--- config.mk ---
export PLATFORM = sky130hd
export DESIGN_NAME = fspc_ctrl
export DESIGN_NICKNAME = d
export VERILOG_FILES = /design/src/rtl/fspc_pkg.sv /design/src/rtl/fspc_ctrl.sv
export VERILOG_INCLUDE_DIRS = /design/src /design/src/rtl
export SDC_FILE = /design/constraint.sdc
export NUM_CORES = 2
export LEC_CHECK = 0
export ABC_CLOCK_PERIOD_IN_PS = 4330
export BUFFER_PORTS_ARGS = -buffer_cell sky130_fd_sc_hd__buf_2
export CAP_MARGIN = 10
export CORE_AREA = 2 2 662 664
export CTS_BUF_LIST = sky130_fd_sc_hd__clkbuf_8
export DETAILED_ROUTE_END_ITERATION = 7
export DIE_AREA = 0 0 664 666
export PLACE_DENSITY = 0.38
export SLEW_MARGIN = 40
export SYNTH_ARGS = -nofsm -noshare
export SYNTH_HDL_FRONTEND = slang
export SYNTH_SLANG_ARGS = --single-unit
--- constraint.sdc ---
create_clock -name pclk -period 4.33 [get_ports pclk]
set_input_delay 0.866 -clock pclk [delete_from_list [all_inputs] [get_ports pclk]]
set_output_delay 0.866 -clock pclk [all_outputs]
set_load 0.03 [all_outputs]
--- src/rtl/fspc_defs.svh ---
// fspc_defs.svh: offsets, field positions, reset values and timing counts
// of the flash self-programming controller.
// assumes inclusion by bare name from the package and the design file.
`ifndef FSPC_DEFS_SVH
`define FSPC_DEFS_SVH

// ==========================================================================
// register byte offsets on apb
`define FSPC_OFS_CONTROL 12'h000
`define FSPC_OFS_KEY 12'h004
`define FSPC_OFS_PAGE 12'h008
`define FSPC_OFS_ADDR 12'h00C
`define FSPC_OFS_WDATA 12'h010
`define FSPC_OFS_TABLE 12'h014
`define FSPC_OFS_RDATA 12'h018
`define FSPC_OFS_STATUS 12'h01C

// ==========================================================================
// control register fields
`define FSPC_BIT_START 15
`define FSPC_BIT_ENABLE 14
`define FSPC_BIT_ERROR 13
`define FSPC_BIT_ERASE 6
`define FSPC_OPC_MSB 3
`define FSPC_CTRL_RESET 16'h0000

// table operation register fields
`define FSPC_TBL_GO 0
`define FSPC_TBL_WRITE 1
`define FSPC_TBL_HIGH 2
`define FSPC_TBL_BYTE 3

// ==========================================================================
// array geometry
`define FSPC_ROW_WORDS 64
`define FSPC_ROW_BYTES 192
`define FSPC_PAGE_WORDS 512
`define FSPC_PAGE_BYTES 1536

// unlock key values
`define FSPC_KEY_FIRST 8'h55
`define FSPC_KEY_SECOND 8'hAA

// ==========================================================================
// timing: 11064 rc oscillator cycles, rc at 7370 khz, pclk at 100000 khz
`define FSPC_RC_CYCLES 11064
`define FSPC_RC_KHZ 7370
`define FSPC_CLK_KHZ 100000
`define FSPC_OP_CYCLES ((`FSPC_RC_CYCLES * `FSPC_CLK_KHZ) / `FSPC_RC_KHZ)
// table write holds the core for two instruction cycles
`define FSPC_TBL_CYCLES 2

`endif

--- src/rtl/fspc_pkg.sv ---
// fspc_pkg.sv: types of the flash self-programming controller.
// assumes fspc_defs.svh is on the include path.
`include "fspc_defs.svh"

package fspc_pkg;

  // ========================================================================
  // sequencer states
  typedef enum logic [1:0] {
    FSPC_IDLE = 2'b00,
    FSPC_TABLE = 2'b01,
    FSPC_BUSY = 2'b10
  } fspc_state_t;

  // unlock tracking
  typedef enum logic [1:0] {
    FSPC_KEY_NONE = 2'b00,
    FSPC_KEY_HALF = 2'b01,
    FSPC_KEY_FULL = 2'b10
  } fspc_key_t;

  // array command presented on the flash macro port
  typedef enum logic [2:0] {
    FSPC_CMD_NONE = 3'b000,
    FSPC_CMD_BULK = 3'b001,
    FSPC_CMD_SEGMENT = 3'b010,
    FSPC_CMD_PAGE = 3'b011,
    FSPC_CMD_CFG_ERASE = 3'b100,
    FSPC_CMD_WORD = 3'b101,
    FSPC_CMD_ROW = 3'b110,
    FSPC_CMD_CFG_PROG = 3'b111
  } fspc_cmd_t;

endpackage : fspc_pkg

--- src/rtl/fspc_ctrl.sv ---
// fspc_ctrl.sv: run-time flash self-programming controller, apb slave.
// assumes a flash macro that accepts a one-cycle command strobe with the
// 24-bit target address and the row buffer, and a core that honours stall.
// assumes flash_read_data shows the word at the table address in the same
// clock, and that apb runs on pclk so no input needs a synchroniser.
// Function
// - rows hold 64 words of 192 bytes
// - pages and rows aligned at 1536/192 bytes
// - table write fills buffer only, two cycles
// - address is page byte joined to ea
// - low ops bits 15:0, high 23:16, byte mode
// - one start programs at most one row
// - core stalls while operation runs
// - operation lasts 11064 rc oscillator cycles
// - start bit launches, hardware clears it
// - software cannot clear start bit
// - key takes byte writes, reads zero
// - enable bit permits or inhibits operations
// - error flag marks bad sequence attempts
// - erase bit picks erase or program variant
// - erase codes: bulk, segment, page, config
// - program codes: word, row, config byte
// - other codes do nothing
// - control bits reset only on power-on
// - unimplemented control bits read zero
//
// The register addresses and the APB interface to the registers are this design's own decisions.
`timescale 1ns/1ns
`include "fspc_defs.svh"

module fspc_ctrl
  import fspc_pkg::*;
#(
  // pclk cycles of one array operation; shorten it in simulation
  parameter int OP_CYCLES = `FSPC_OP_CYCLES
) (
  input wire logic pclk,
  input wire logic presetn,
  input wire logic psel,
  input wire logic penable,
  input wire logic pwrite,
  input wire logic [11:0] paddr,
  input wire logic [31:0] pwdata,
  input wire logic [3:0] pstrb,
  output logic [31:0] prdata,
  output logic pready,
  output logic pslverr,
  output logic core_stall,
  output logic flash_cmd_valid,
  output fspc_cmd_t flash_cmd,
  output logic [23:0] flash_addr,
  output logic [24*`FSPC_ROW_WORDS-1:0] flash_row_data,
  input wire logic [23:0] flash_read_data
);

  // ========================================================================
  // state
  // every register resets only with presetn, which acts as power-on reset
  logic [15:0] ctrl_ff, nxt_ctrl;            // control register
  fspc_key_t key_ff, nxt_key;                // unlock progress
  logic [7:0] page_ff, nxt_page;             // table page register
  logic [15:0] ea_ff, nxt_ea;                // effective address
  logic [15:0] wdat_ff, nxt_wdat;            // table write operand
  logic [15:0] rdat_ff, nxt_rdat;            // table read result
  fspc_state_t st_ff, nxt_st;
  logic [23:0] cnt_ff, nxt_cnt;              // operation timer
  // holding buffer in flip-flops, one 24-bit word per slot
  logic [23:0] buf_ff [`FSPC_ROW_WORDS];     // holding buffer
  logic [23:0] nxt_buf [`FSPC_ROW_WORDS];
  logic [23:0] taddr_ff, nxt_taddr;          // latched target address
  fspc_cmd_t cmd_ff, nxt_cmd;
  logic cmdv_ff, nxt_cmdv;
  // the only source of bus read data; a flip-flop, loaded during reads
  logic [31:0] prdata_ff, nxt_prdata;

  // ========================================================================
  // bus decode; access completes in one access cycle while the sequencer is idle
  logic wr_acc, rd_acc, hit, is_tbl;
  logic [23:0] tgt;
  logic [5:0] slot;
  assign wr_acc = psel && penable && pwrite;
  // a read transfer in progress, setup and access cycles alike
  assign rd_acc = psel && !pwrite;
  // table page joined to effective address forms program address
  assign tgt = {page_ff, ea_ff};
  // program word index in row; addresses step by two per word
  assign slot = ea_ff[6:1];
  assign is_tbl = (st_ff == FSPC_TABLE);

  // every mapped offset answers; other offsets end in a slave error
  always_comb begin
    unique case (paddr)
      `FSPC_OFS_CONTROL, `FSPC_OFS_KEY, `FSPC_OFS_PAGE, `FSPC_OFS_ADDR,
      `FSPC_OFS_WDATA, `FSPC_OFS_TABLE, `FSPC_OFS_RDATA,
      `FSPC_OFS_STATUS: hit = 1'b1;
      default: hit = 1'b0;
    endcase
  end

  // stall the bus during a busy array cycle so the core waits
  // pready also drops for a table write, so the next access waits it out
  assign pready = !(st_ff == FSPC_BUSY) && !is_tbl;
  assign pslverr = psel && penable && !hit;
  assign core_stall = (st_ff != FSPC_IDLE);
  assign prdata = prdata_ff;
  assign flash_cmd_valid = cmdv_ff;
  assign flash_cmd = cmd_ff;
  assign flash_addr = taddr_ff;

  // the row leaves as one wide word, word i at bits 24*i upward
  genvar gi;
  generate
    for (gi = 0; gi < `FSPC_ROW_WORDS; gi++) begin : g_row
      assign flash_row_data[24*gi +: 24] = buf_ff[gi];
    end
  endgenerate

  // ========================================================================
  // decode of the operation code against the erase bit
  // codes outside both lists give no command but still run the timer,
  // so software sees the usual busy time and no array change
  function automatic fspc_cmd_t decode_op(input logic erase, input logic [3:0] op);
    fspc_cmd_t c;
    c = FSPC_CMD_NONE;
    if (erase) begin
      unique case (op)
        4'hF: c = FSPC_CMD_BULK;
        4'hD: c = FSPC_CMD_SEGMENT;
        4'h2: c = FSPC_CMD_PAGE;
        4'h0: c = FSPC_CMD_CFG_ERASE;
        default: c = FSPC_CMD_NONE;
      endcase
    end else begin
      unique case (op)
        4'h3: c = FSPC_CMD_WORD;
        4'h1: c = FSPC_CMD_ROW;
        4'h0: c = FSPC_CMD_CFG_PROG;
        default: c = FSPC_CMD_NONE;
      endcase
    end
    return c;
  endfunction : decode_op

  // ========================================================================
  // next-state logic for registers, key tracking and sequencer
  logic start_req;
  logic [15:0] wval;
  fspc_cmd_t dec;
  logic [23:0] aligned;
  always_comb begin
    // defaults: every register holds and the command strobe falls
    nxt_ctrl = ctrl_ff;
    nxt_key = key_ff;
    nxt_page = page_ff;
    nxt_ea = ea_ff;
    nxt_wdat = wdat_ff;
    nxt_rdat = rdat_ff;
    nxt_st = st_ff;
    nxt_cnt = cnt_ff;
    nxt_taddr = taddr_ff;
    nxt_cmd = cmd_ff;
    nxt_cmdv = 1'b0;
    nxt_prdata = prdata_ff;
    for (int i = 0; i < `FSPC_ROW_WORDS; i++) begin
      nxt_buf[i] = buf_ff[i];
    end
    wval = pwdata[15:0];
    start_req = 1'b0;
    dec = decode_op(ctrl_ff[`FSPC_BIT_ERASE], ctrl_ff[`FSPC_OPC_MSB:0]);
    aligned = tgt;

    // software writes, taken while idle only; a write that meets a busy
    // sequencer waits in its access phase until pready rises
    if (wr_acc && pready && hit) begin
      // any write to a mapped offset other than the awaited key byte restarts unlock
      nxt_key = FSPC_KEY_NONE;
      unique case (paddr)
        `FSPC_OFS_CONTROL: begin
          // writable fields; unimplemented bits stay zero
          if (pstrb[0]) begin
            nxt_ctrl[`FSPC_BIT_ERASE] = wval[`FSPC_BIT_ERASE];
            nxt_ctrl[`FSPC_OPC_MSB:0] = wval[`FSPC_OPC_MSB:0];
          end
          if (pstrb[1]) begin
            nxt_ctrl[`FSPC_BIT_ENABLE] = wval[`FSPC_BIT_ENABLE];
            // error flag may be cleared or set by software
            nxt_ctrl[`FSPC_BIT_ERROR] = wval[`FSPC_BIT_ERROR];
            // start bit is set-only; a written zero is ignored
            start_req = wval[`FSPC_BIT_START];
          end
        end
        `FSPC_OFS_KEY: begin
          // only the low byte lane carries a key
          // a wrong byte or a wide write leaves the tracker at its start
          if (pstrb[0] && pstrb[3:1] == 3'b000) begin
            if (key_ff == FSPC_KEY_NONE && wval[7:0] == `FSPC_KEY_FIRST) begin
              nxt_key = FSPC_KEY_HALF;
            end else if (key_ff == FSPC_KEY_HALF && wval[7:0] == `FSPC_KEY_SECOND) begin
              nxt_key = FSPC_KEY_FULL;
            end
          end
        end
        `FSPC_OFS_PAGE: begin
          if (pstrb[0]) nxt_page = wval[7:0];
        end
        `FSPC_OFS_ADDR: begin
          if (pstrb[0]) nxt_ea[7:0] = wval[7:0];
          if (pstrb[1]) nxt_ea[15:8] = wval[15:8];
        end
        `FSPC_OFS_WDATA: begin
          if (pstrb[0]) nxt_wdat[7:0] = wval[7:0];
          if (pstrb[1]) nxt_wdat[15:8] = wval[15:8];
        end
        `FSPC_OFS_TABLE: begin
          if (pstrb[0] && wval[`FSPC_TBL_GO]) begin
            // table access; writes land in holding buffer only. the slot
            // comes from the effective address alone, so loading words of
            // one row group is left to software
            if (wval[`FSPC_TBL_WRITE]) begin
              if (wval[`FSPC_TBL_HIGH]) begin
                // high operations reach bits 23:16 only
                if (!wval[`FSPC_TBL_BYTE] || !ea_ff[0]) begin
                  nxt_buf[slot][23:16] = wdat_ff[7:0];
                end
              end else if (wval[`FSPC_TBL_BYTE]) begin
                // byte select picks the lane of the low word
                if (ea_ff[0]) nxt_buf[slot][15:8] = wdat_ff[7:0];
                else nxt_buf[slot][7:0] = wdat_ff[7:0];
              end else begin
                nxt_buf[slot][15:0] = wdat_ff;
              end
              // hold the core for the table write's two cycles
              nxt_st = FSPC_TABLE;
              nxt_cnt = 24'(`FSPC_TBL_CYCLES - 1);
            end else begin
              // reads come straight from the array; phantom byte is zero
              // the array answers in the same clock, so the result lands now
              if (wval[`FSPC_TBL_HIGH]) begin
                nxt_rdat = (wval[`FSPC_TBL_BYTE] && ea_ff[0]) ? 16'h0000 :
                  {8'h00, flash_read_data[23:16]};
              end else if (wval[`FSPC_TBL_BYTE]) begin
                nxt_rdat = {8'h00, ea_ff[0] ? flash_read_data[15:8] :
                  flash_read_data[7:0]};
              end else begin
                nxt_rdat = flash_read_data[15:0];
              end
            end
          end
        end
        default: begin
          nxt_key = FSPC_KEY_NONE;
        end
      endcase
    end

    // launching an operation; without the full key and the enable bit the
    // array never sees a command and only the error flag keeps the attempt.
    // the key state is used up by this write either way
    if (start_req) begin
      if (key_ff == FSPC_KEY_FULL && ctrl_ff[`FSPC_BIT_ENABLE]) begin
        // start bit stays set until the timer runs out
        nxt_ctrl[`FSPC_BIT_START] = 1'b1;
        nxt_ctrl[`FSPC_BIT_ERROR] = 1'b0;
        // align the target to the row or page it falls in; program
        // addresses step by two per word, so a row of 192 bytes spans
        // 128 address units and a page of 1536 bytes spans 1024
        if (dec == FSPC_CMD_ROW) begin
          // low address bits inside the row are dropped
          aligned = tgt & ~24'(2 * `FSPC_ROW_WORDS - 1);
        end else if (dec == FSPC_CMD_PAGE) begin
          // low address bits inside the page are dropped
          aligned = tgt & ~24'(2 * `FSPC_PAGE_WORDS - 1);
        end
        nxt_taddr = aligned;
        nxt_cmd = dec;
        nxt_cmdv = (dec != FSPC_CMD_NONE);
        nxt_st = FSPC_BUSY;
        nxt_cnt = 24'(OP_CYCLES - 1);
      end else begin
        // array untouched; flag the improper attempt
        nxt_ctrl[`FSPC_BIT_ERROR] = 1'b1;
      end
    end

    // sequencer countdown; a table write holds the core for two cycles and
    // an array operation for OP_CYCLES cycles, then the bus answers again
    unique case (st_ff)
      FSPC_IDLE: begin
      end
      // two-cycle hold of a table write
      FSPC_TABLE: begin
        if (cnt_ff == 24'h000000) nxt_st = FSPC_IDLE;
        else nxt_cnt = cnt_ff - 24'h000001;
      end
      FSPC_BUSY: begin
        if (cnt_ff == 24'h000000) begin
          nxt_st = FSPC_IDLE;
          // start bit falls at the edge where the sequencer goes idle
          nxt_ctrl[`FSPC_BIT_START] = 1'b0;
        end else begin
          nxt_cnt = cnt_ff - 24'h000001;
        end
      end
      default: nxt_st = FSPC_IDLE;
    endcase

    // read data; key reads zero, unused control bits read zero.
    // loaded on every cycle of a read transfer from the values that the
    // registers take at this edge, so in the completing cycle the flip-flop
    // already shows the current contents, even after a long stall
    if (rd_acc) begin
      unique case (paddr)
        `FSPC_OFS_CONTROL: nxt_prdata = {16'h0000, nxt_ctrl};
        // the key is write-only; none of it ever comes back
        `FSPC_OFS_KEY: nxt_prdata = 32'h00000000;
        `FSPC_OFS_PAGE: nxt_prdata = {24'h000000, nxt_page};
        `FSPC_OFS_ADDR: nxt_prdata = {16'h0000, nxt_ea};
        `FSPC_OFS_WDATA: nxt_prdata = {16'h0000, nxt_wdat};
        `FSPC_OFS_RDATA: nxt_prdata = {16'h0000, nxt_rdat};
        // status shows sequencer state above unlock progress
        `FSPC_OFS_STATUS: nxt_prdata = {28'h0000000, 2'(nxt_st), 2'(nxt_key)};
        // table operation register and holes read zero
        default: nxt_prdata = 32'h00000000;
      endcase
    end
  end

  // the buffer is cleared at reset too, so a row started with a partly
  // loaded buffer programs known bits rather than unknowns
  // ========================================================================
  // registers; presetn stands for the power-on reset of the control bits
  always_ff @(posedge pclk or negedge presetn) begin
    if (!presetn) begin
      // control bits clear here only, as presetn is the power-on reset
      ctrl_ff <= `FSPC_CTRL_RESET;
      key_ff <= FSPC_KEY_NONE;
      page_ff <= 8'h00;
      ea_ff <= 16'h0000;
      wdat_ff <= 16'h0000;
      rdat_ff <= 16'h0000;
      st_ff <= FSPC_IDLE;
      cnt_ff <= 24'h000000;
      taddr_ff <= 24'h000000;
      cmd_ff <= FSPC_CMD_NONE;
      cmdv_ff <= 1'b0;
      prdata_ff <= 32'h00000000;
      for (int i = 0; i < `FSPC_ROW_WORDS; i++) begin
        buf_ff[i] <= 24'h000000;
      end
    end else begin
      // one register stage for every group, no clock enable
      ctrl_ff <= nxt_ctrl;
      key_ff <= nxt_key;
      page_ff <= nxt_page;
      ea_ff <= nxt_ea;
      wdat_ff <= nxt_wdat;
      rdat_ff <= nxt_rdat;
      st_ff <= nxt_st;
      cnt_ff <= nxt_cnt;
      taddr_ff <= nxt_taddr;
      cmd_ff <= nxt_cmd;
      cmdv_ff <= nxt_cmdv;
      prdata_ff <= nxt_prdata;
      for (int i = 0; i < `FSPC_ROW_WORDS; i++) begin
        buf_ff[i] <= nxt_buf[i];
      end
    end
  end

endmodule : fspc_ctrl

== Word level (Yosys, flattened, before mapping) ==
Memories as Yosys holds them, arrays and structs flattened.
Cells that the tools add are included.

* Flip-flop bits (word level): 1688
* Memories: 1
* Memory bits (read-only): 32
* Logic and storage cells: 218
* Output and inout port bits: 1599

{| class="wikitable"
|+ Memory list
! memory !! depth !! bits a word !! read ports !! clocked after Yosys merged registers in !! wr ports !! line !! source
|-
| (name not given) || 32 || 1 || 1 || 0 || 0 || fspc_ctrl.sv:92 || <nowiki>unique case (paddr)</nowiki>
|}

* Muxes and demuxes: 83
* Reductions and logical operators: 33
* Bitwise operators: 1
* Equality and inequality tests: 21
* $lt $le $gt $ge: 2
* $add $sub $neg: 1

{| class="wikitable"
|+ Operators by type and width
! kind !! number
|-
| 1536-bit bitwise mux || 4
|-
| 1536-bit 2-to-1 mux || 4
|-
| 24-bit demux with 6-bit select || 4
|-
| 24-bit 2-to-1 mux || 9
|-
| 16-bit 2-to-1 mux || 12
|-
| 16-bit one-hot mux with 6 select lines || 1
|-
| 8-bit 2-to-1 mux || 10
|-
| 12-bit by 5-bit == test with 1-bit output (second input constant) || 4
|-
| 2-bit 2-to-1 mux || 15
|-
| 12-bit by 4-bit == test with 1-bit output (second input constant) || 2
|-
| 24-bit zero test || 1
|-
| 24-bit by 1-bit subtractor with 24-bit output (second input constant) || 1
|-
| 10-bit 2-to-1 mux || 2
|-
| 1-bit 2-to-1 mux || 15
|-
| 1-bit logical AND || 14
|-
| 12-bit by 3-bit == test with 1-bit output (second input constant) || 1
|-
| 12-bit zero test || 1
|-
| 4-bit 2-to-1 mux || 3
|-
| 3-bit one-hot mux with 4 select lines || 1
|-
| 3-bit one-hot mux with 3 select lines || 1
|-
| 4-bit by 2-bit == test with 1-bit output (second input constant) || 2
|-
| 4-bit == test (second input constant) || 2
|-
| 8-bit by 7-bit == test with 1-bit output (second input constant) || 1
|-
| 8-bit == test (second input constant) || 1
|-
| 22 further kinds || 30
|}

== Depth between registers and ports, before layout ==
* Word-level depth: 11
* Gate-level depth with buffers: 10

== Worst setup path before layout ==
No wires, ideal clock.

* Path type: input to register
* Start: input paddr[5]
* End: register buf_ff, in the netlist flash_row_data[175]
* Stages on the path: 7
* Required time: 4205 ps
* Slack: 1300 ps
* Buffers on the path: 2
* Setup time: 125 ps
* Arrival: 2905 ps
* Cell sequence: or3_1 > or4_4 > nor4_4 > buf_6 > buf_12 > nand2_8 > mux2_4

* Word-level cells in the longest chain between the ends: 4

{| class="wikitable"
|+ RTL lines
! element !! line !! source
|-
| start: declaration || fspc_ctrl.sv:42 || <nowiki>input wire logic [11:0] paddr,</nowiki>
|-
| 7-bit zero test || fspc_ctrl.sv:92 ||
|-
| 1-bit 2-to-1 mux || fspc_ctrl.sv:92 ||
|-
| 1-bit logical AND || fspc_ctrl.sv:174 || <nowiki>if (wr_acc && pready && hit) begin</nowiki>
|-
| 5-bit AND reduction (no source line) * || -- ||
|-
| end signal: indexed assignment || fspc_ctrl.sv:365 || <nowiki>buf_ff[i] <= nxt_buf[i];</nowiki>
|-
| end: declaration || fspc_ctrl.sv:68 || <nowiki>logic [23:0] buf_ff [`FSPC_ROW_WORDS];</nowiki>
|}

Every way passes the cells marked *; elsewhere a longest branch is shown, timed or not.
A chain may end at the register's enable or synchronous reset.

== Worst setup path after layout ==
* Start: register st_ff[1]
* End: register buf_ff, in the netlist flash_row_data[496]

* Word-level cells in the longest chain between the ends: 6

{| class="wikitable"
|+ RTL lines
! element !! line !! source
|-
| start: declaration || fspc_ctrl.sv:65 || <nowiki>fspc_state_t st_ff, nxt_st;</nowiki>
|-
| start signal: assignment || fspc_ctrl.sv:358 || <nowiki>st_ff <= nxt_st;</nowiki>
|-
| 2-bit == test / 2-bit by 1-bit == test with 1-bit output (equally long branches) || fspc_ctrl.sv:102, fspc_ctrl.sv:88 ||
|-
| 1-bit zero test || fspc_ctrl.sv:102 || <nowiki>assign pready = !(st_ff == FSPC_BUSY) && !is_tbl;</nowiki>
|-
| 1-bit logical AND * || fspc_ctrl.sv:102 ||
|-
| 1-bit logical AND * (2 in a row) || fspc_ctrl.sv:174 ||
|-
| 5-bit AND reduction (no source line) * || -- ||
|}

Marks and branches as above.

==> results.toml <==
[route]
drc_errors = 0
firstDrtPassIters = 5
via_per_inst = 3.76
first_iter_violations = 2958
ant_nets = 0
routedWlPerCell_um = 25.9
vias = 48400
wirelength_mm = 332

[setup_path]
crit_chain = "inv_1, ha_1, and4b_1, nand4_1, buf_4, nor3_2, buf_4, buf_12, nand2_2, mux2_2"
crit_arrival_ns = 4.53
path_max_fanout = 23
path_delay_family = "simple AND/OR/NAND/NOR gates"
worst-setup-path-type = "reg2reg"
crit_buf_inv = 4
crit_slowest_cell = "and4b_1"
critPathLaunchType = "register"
max_stage_delay_ns = 0.58
cp-end-kind = "register"
critical_path.most_common_cell = "buf_4"
critPathRequiredTime_ns = 5.20

[cts]
post_cts_resized = 0
cts.sinks = 1672
cts_root_buf = "clkbuf_8"
cts_hold_buf = 5
clockBufferDepth = 4
numCtsBuffers = 319
clkSlewWorstSetupHoldPaths_ns = 0.06
cts_tree = "built"
clk_latency_ns = 1.08
post_cts_buffers = 0
ctsHtreeMaxLevel = 5

[synth]
syn-cell-area_mm2 = 0.0676
synth-edff-count = 0
ys_types = 71
synth_largest_area_cell = "dfrtp_1"
synthTopCellsByArea = "dfrtp_1, mux2_4, mux2_2"
synth_seq_cells = 1672
synthFlopType = "dfrtp_1"
synth_common_cells = "dfrtp_1, nand2_1, mux2_2"
synth_top_cell_area_share_pct = 61.9
syn_inst = 4945
ys_warn_count = 0
synth.most_common_cell = "dfrtp_1"
yosysSeqAreaShare_pct = 61.9
async_flop_share_pct = 100
avgSynthCellArea_um2 = 13.7

[placed_design]
dp_hpwl_mm = 244
place.gp.congestion = 0.828
place_inst = 12300
io_buffers = 1643

[power_and_ir_drop]
power_mw = 32.3
p_sw_mw = 7.97
power_density_mw_per_mm2 = 356
netSwitchingFraction_pct = 24.7
combPwrFrac_pct = 2.3
leakagePower_nw = 48.4
p_int_mw = 24.4
clockPowerShare_pct = 49.3
ir_drop_mv = 0.200
seqPwrFrac_pct = 48.4

[global_route]
grt_max_degree = 113
grt_pass1_wl_mm = 449
track_usage_pct = 14.5
grt_pass1_vias = 50700
antenna_found_initial = 57
grt-ovfl-total = 0

[floorplanning]
die_h_um = 666
rows = 243
die_x_um = 664
initial_core_util_pct = 15.5
dieArea_mm2 = 0.442
io_pins = 1676
core_area_mm2 = 0.436

[sta]
fin_hold_ws_ns = 0.179
relSlewSlack_pct = 33.2
setup_viol = 0
finalSetupTns_ns = 0
period_share_pct = 84.7
drv_slew = 0
rsz0062_at_grt = "no"
fin_skew_ns = 0.0858
period_needed_ns = 3.67
hold_viol_final = 0
clock.fmax_mhz = 273
tightest_slew_ns = 1.00

[cells_and_area]
n_fill_cell = 47500
drive_gt1_share_pct = 50.8
syn2layout_area_growth_pct = 34.6
final_nets = 6930
instances_no_fill = 12900
fin_util_pct = 20.9

[run_status]
status = "finished clean"

[hold_path]
min_path_type = "in2reg"

[run]
drv_cap = 0
-- through the flow --
stage	setup slack (ns)	area [um^2]
CTS	0.732	90900
global placement	0.219	84200
finish	0.663	90900
global route	0.649	90900
detailed placement	0.224	84500
floorplan	1.30	67600
-- final cells by class --
cell class	count	area (um^2)	share of cell area, %
Clock buffer	392	5400	5.93
Tap cell	5757	7200	7.92
Multi-Input combinational cell	2922	24400	26.8
Inverter	19	71.3	0.0784
Timing Repair Buffer	1914	11000	12.1
Clock inverter	155	973	1.07
Antenna cell	23	57.6	0.0633
Sequential cell	1672	41900	46.0
-- final timing paths --
kind | slack (ns) | end | start | cells after the start
setup / recovery | 0.66 | flash_row_data[496] | st_ff[1] | 10
hold / removal | 0.18 | rdat_ff[11] | flash_read_data[11] | 3
setup reg to reg | 0.66 | flash_row_data[496] | st_ff[1] | 10
hold reg to reg | 0.47 | flash_addr[16] | flash_addr[16] | 2
max in group asynchronous | 2.45 | flash_row_data[1302] | presetn | 4
min in group asynchronous | 0.30 | flash_row_data[78] | presetn | 2
-- worst register-to-register path, cell delays in order, from the launching register on --
cell	delay, ns
dfrtp_1	0.41
inv_1	0.06
ha_1	0.38
and4b_1	0.58
nand4_1	0.15
buf_4	0.21
nor3_2	0.49
buf_4	0.23
buf_12	0.20
nand2_2	0.45
mux2_2	0.38
-- power by group through the flow --
stage          registers, mW  clock network (mW)  logic [mW]
6_report                15.6                16.0       0.747
5_1_grt                 15.6                17.2       0.834
4_1_cts                 15.6                16.5       0.785
3_5_place_dp            15.9                   0       0.779
3_3_place_gp            15.9                   0       0.760
2_1_floorplan           15.9                   0       0.130
-- layout by cell type (no fill, tap or decap), drive strengths merged, types with 9 or more instances in the layout --
| master | Yosys | final |
|---|---|---|
| nor2 | 99 | 99 |
| a21oi | 24 | 24 |
| a22oi | 14 | 14 |
| o2bb2ai | 10 | 10 |
| o21ai | 524 | 524 |
| conb | 1 | 16 |
| a22o | 20 | 20 |
| clkinv | 0 | 19 |
| a31oi | 17 | 17 |
| a21o | 48 | 48 |
| inv | 19 | 141 |
| nor4 | 17 | 17 |
| diode | 0 | 23 |
| buf | 49 | 1909 |
| nand3 | 24 | 24 |
| mux2 | 1078 | 1078 |
| nor3 | 26 | 26 |
| clkbuf | 298 | 392 |
| nand3b | 9 | 9 |
| nand4 | 71 | 71 |
| mux2i | 22 | 22 |
| dfrtp | 1672 | 1672 |
| a211oi | 34 | 34 |
| nand2 | 748 | 748 |
-- per-layer routing --
layer | track usage [%] | wire length (um) | vias to the layer above
met2 | 25.3 | 166000 | 1800
met5 | 0 | 126 | -
met1 | 16.9 | 130000 | 24900
met3 | 4.18 | 24400 | 524
met4 | 5.08 | 12400 | 18
li1 | - | - | 21100
-- flip-flops by register name (all words and copies together) (netlist names) --
signal / cells
cnt_ff: 24
ctrl_ff: 8
ea_ff: 16
flash_addr: 24
flash_cmd: 3
flash_cmd_valid: 1
flash_row_data: 1536
key_ff: 2
page_ff: 8
prdata: 16
rdat_ff: 16
st_ff: 2
wdat_ff: 16
-- cell families (layout without fill, tap and decap cells) --
family          after synthesis  in the layout  synth area share, %
simple gates               1056           1056                 8.38
compound gates              744            744                 6.32
mux                        1100           1100                 21.0
buf+inv                     366           2480                 2.33
fa+ha+maj                     5              5               0.0926
flops                      1672           1672                 61.9
xor+xnor                      1              1               0.0130
other cells                   1             39              0.00555
Note: power is estimated with default switching activity, not from simulation.
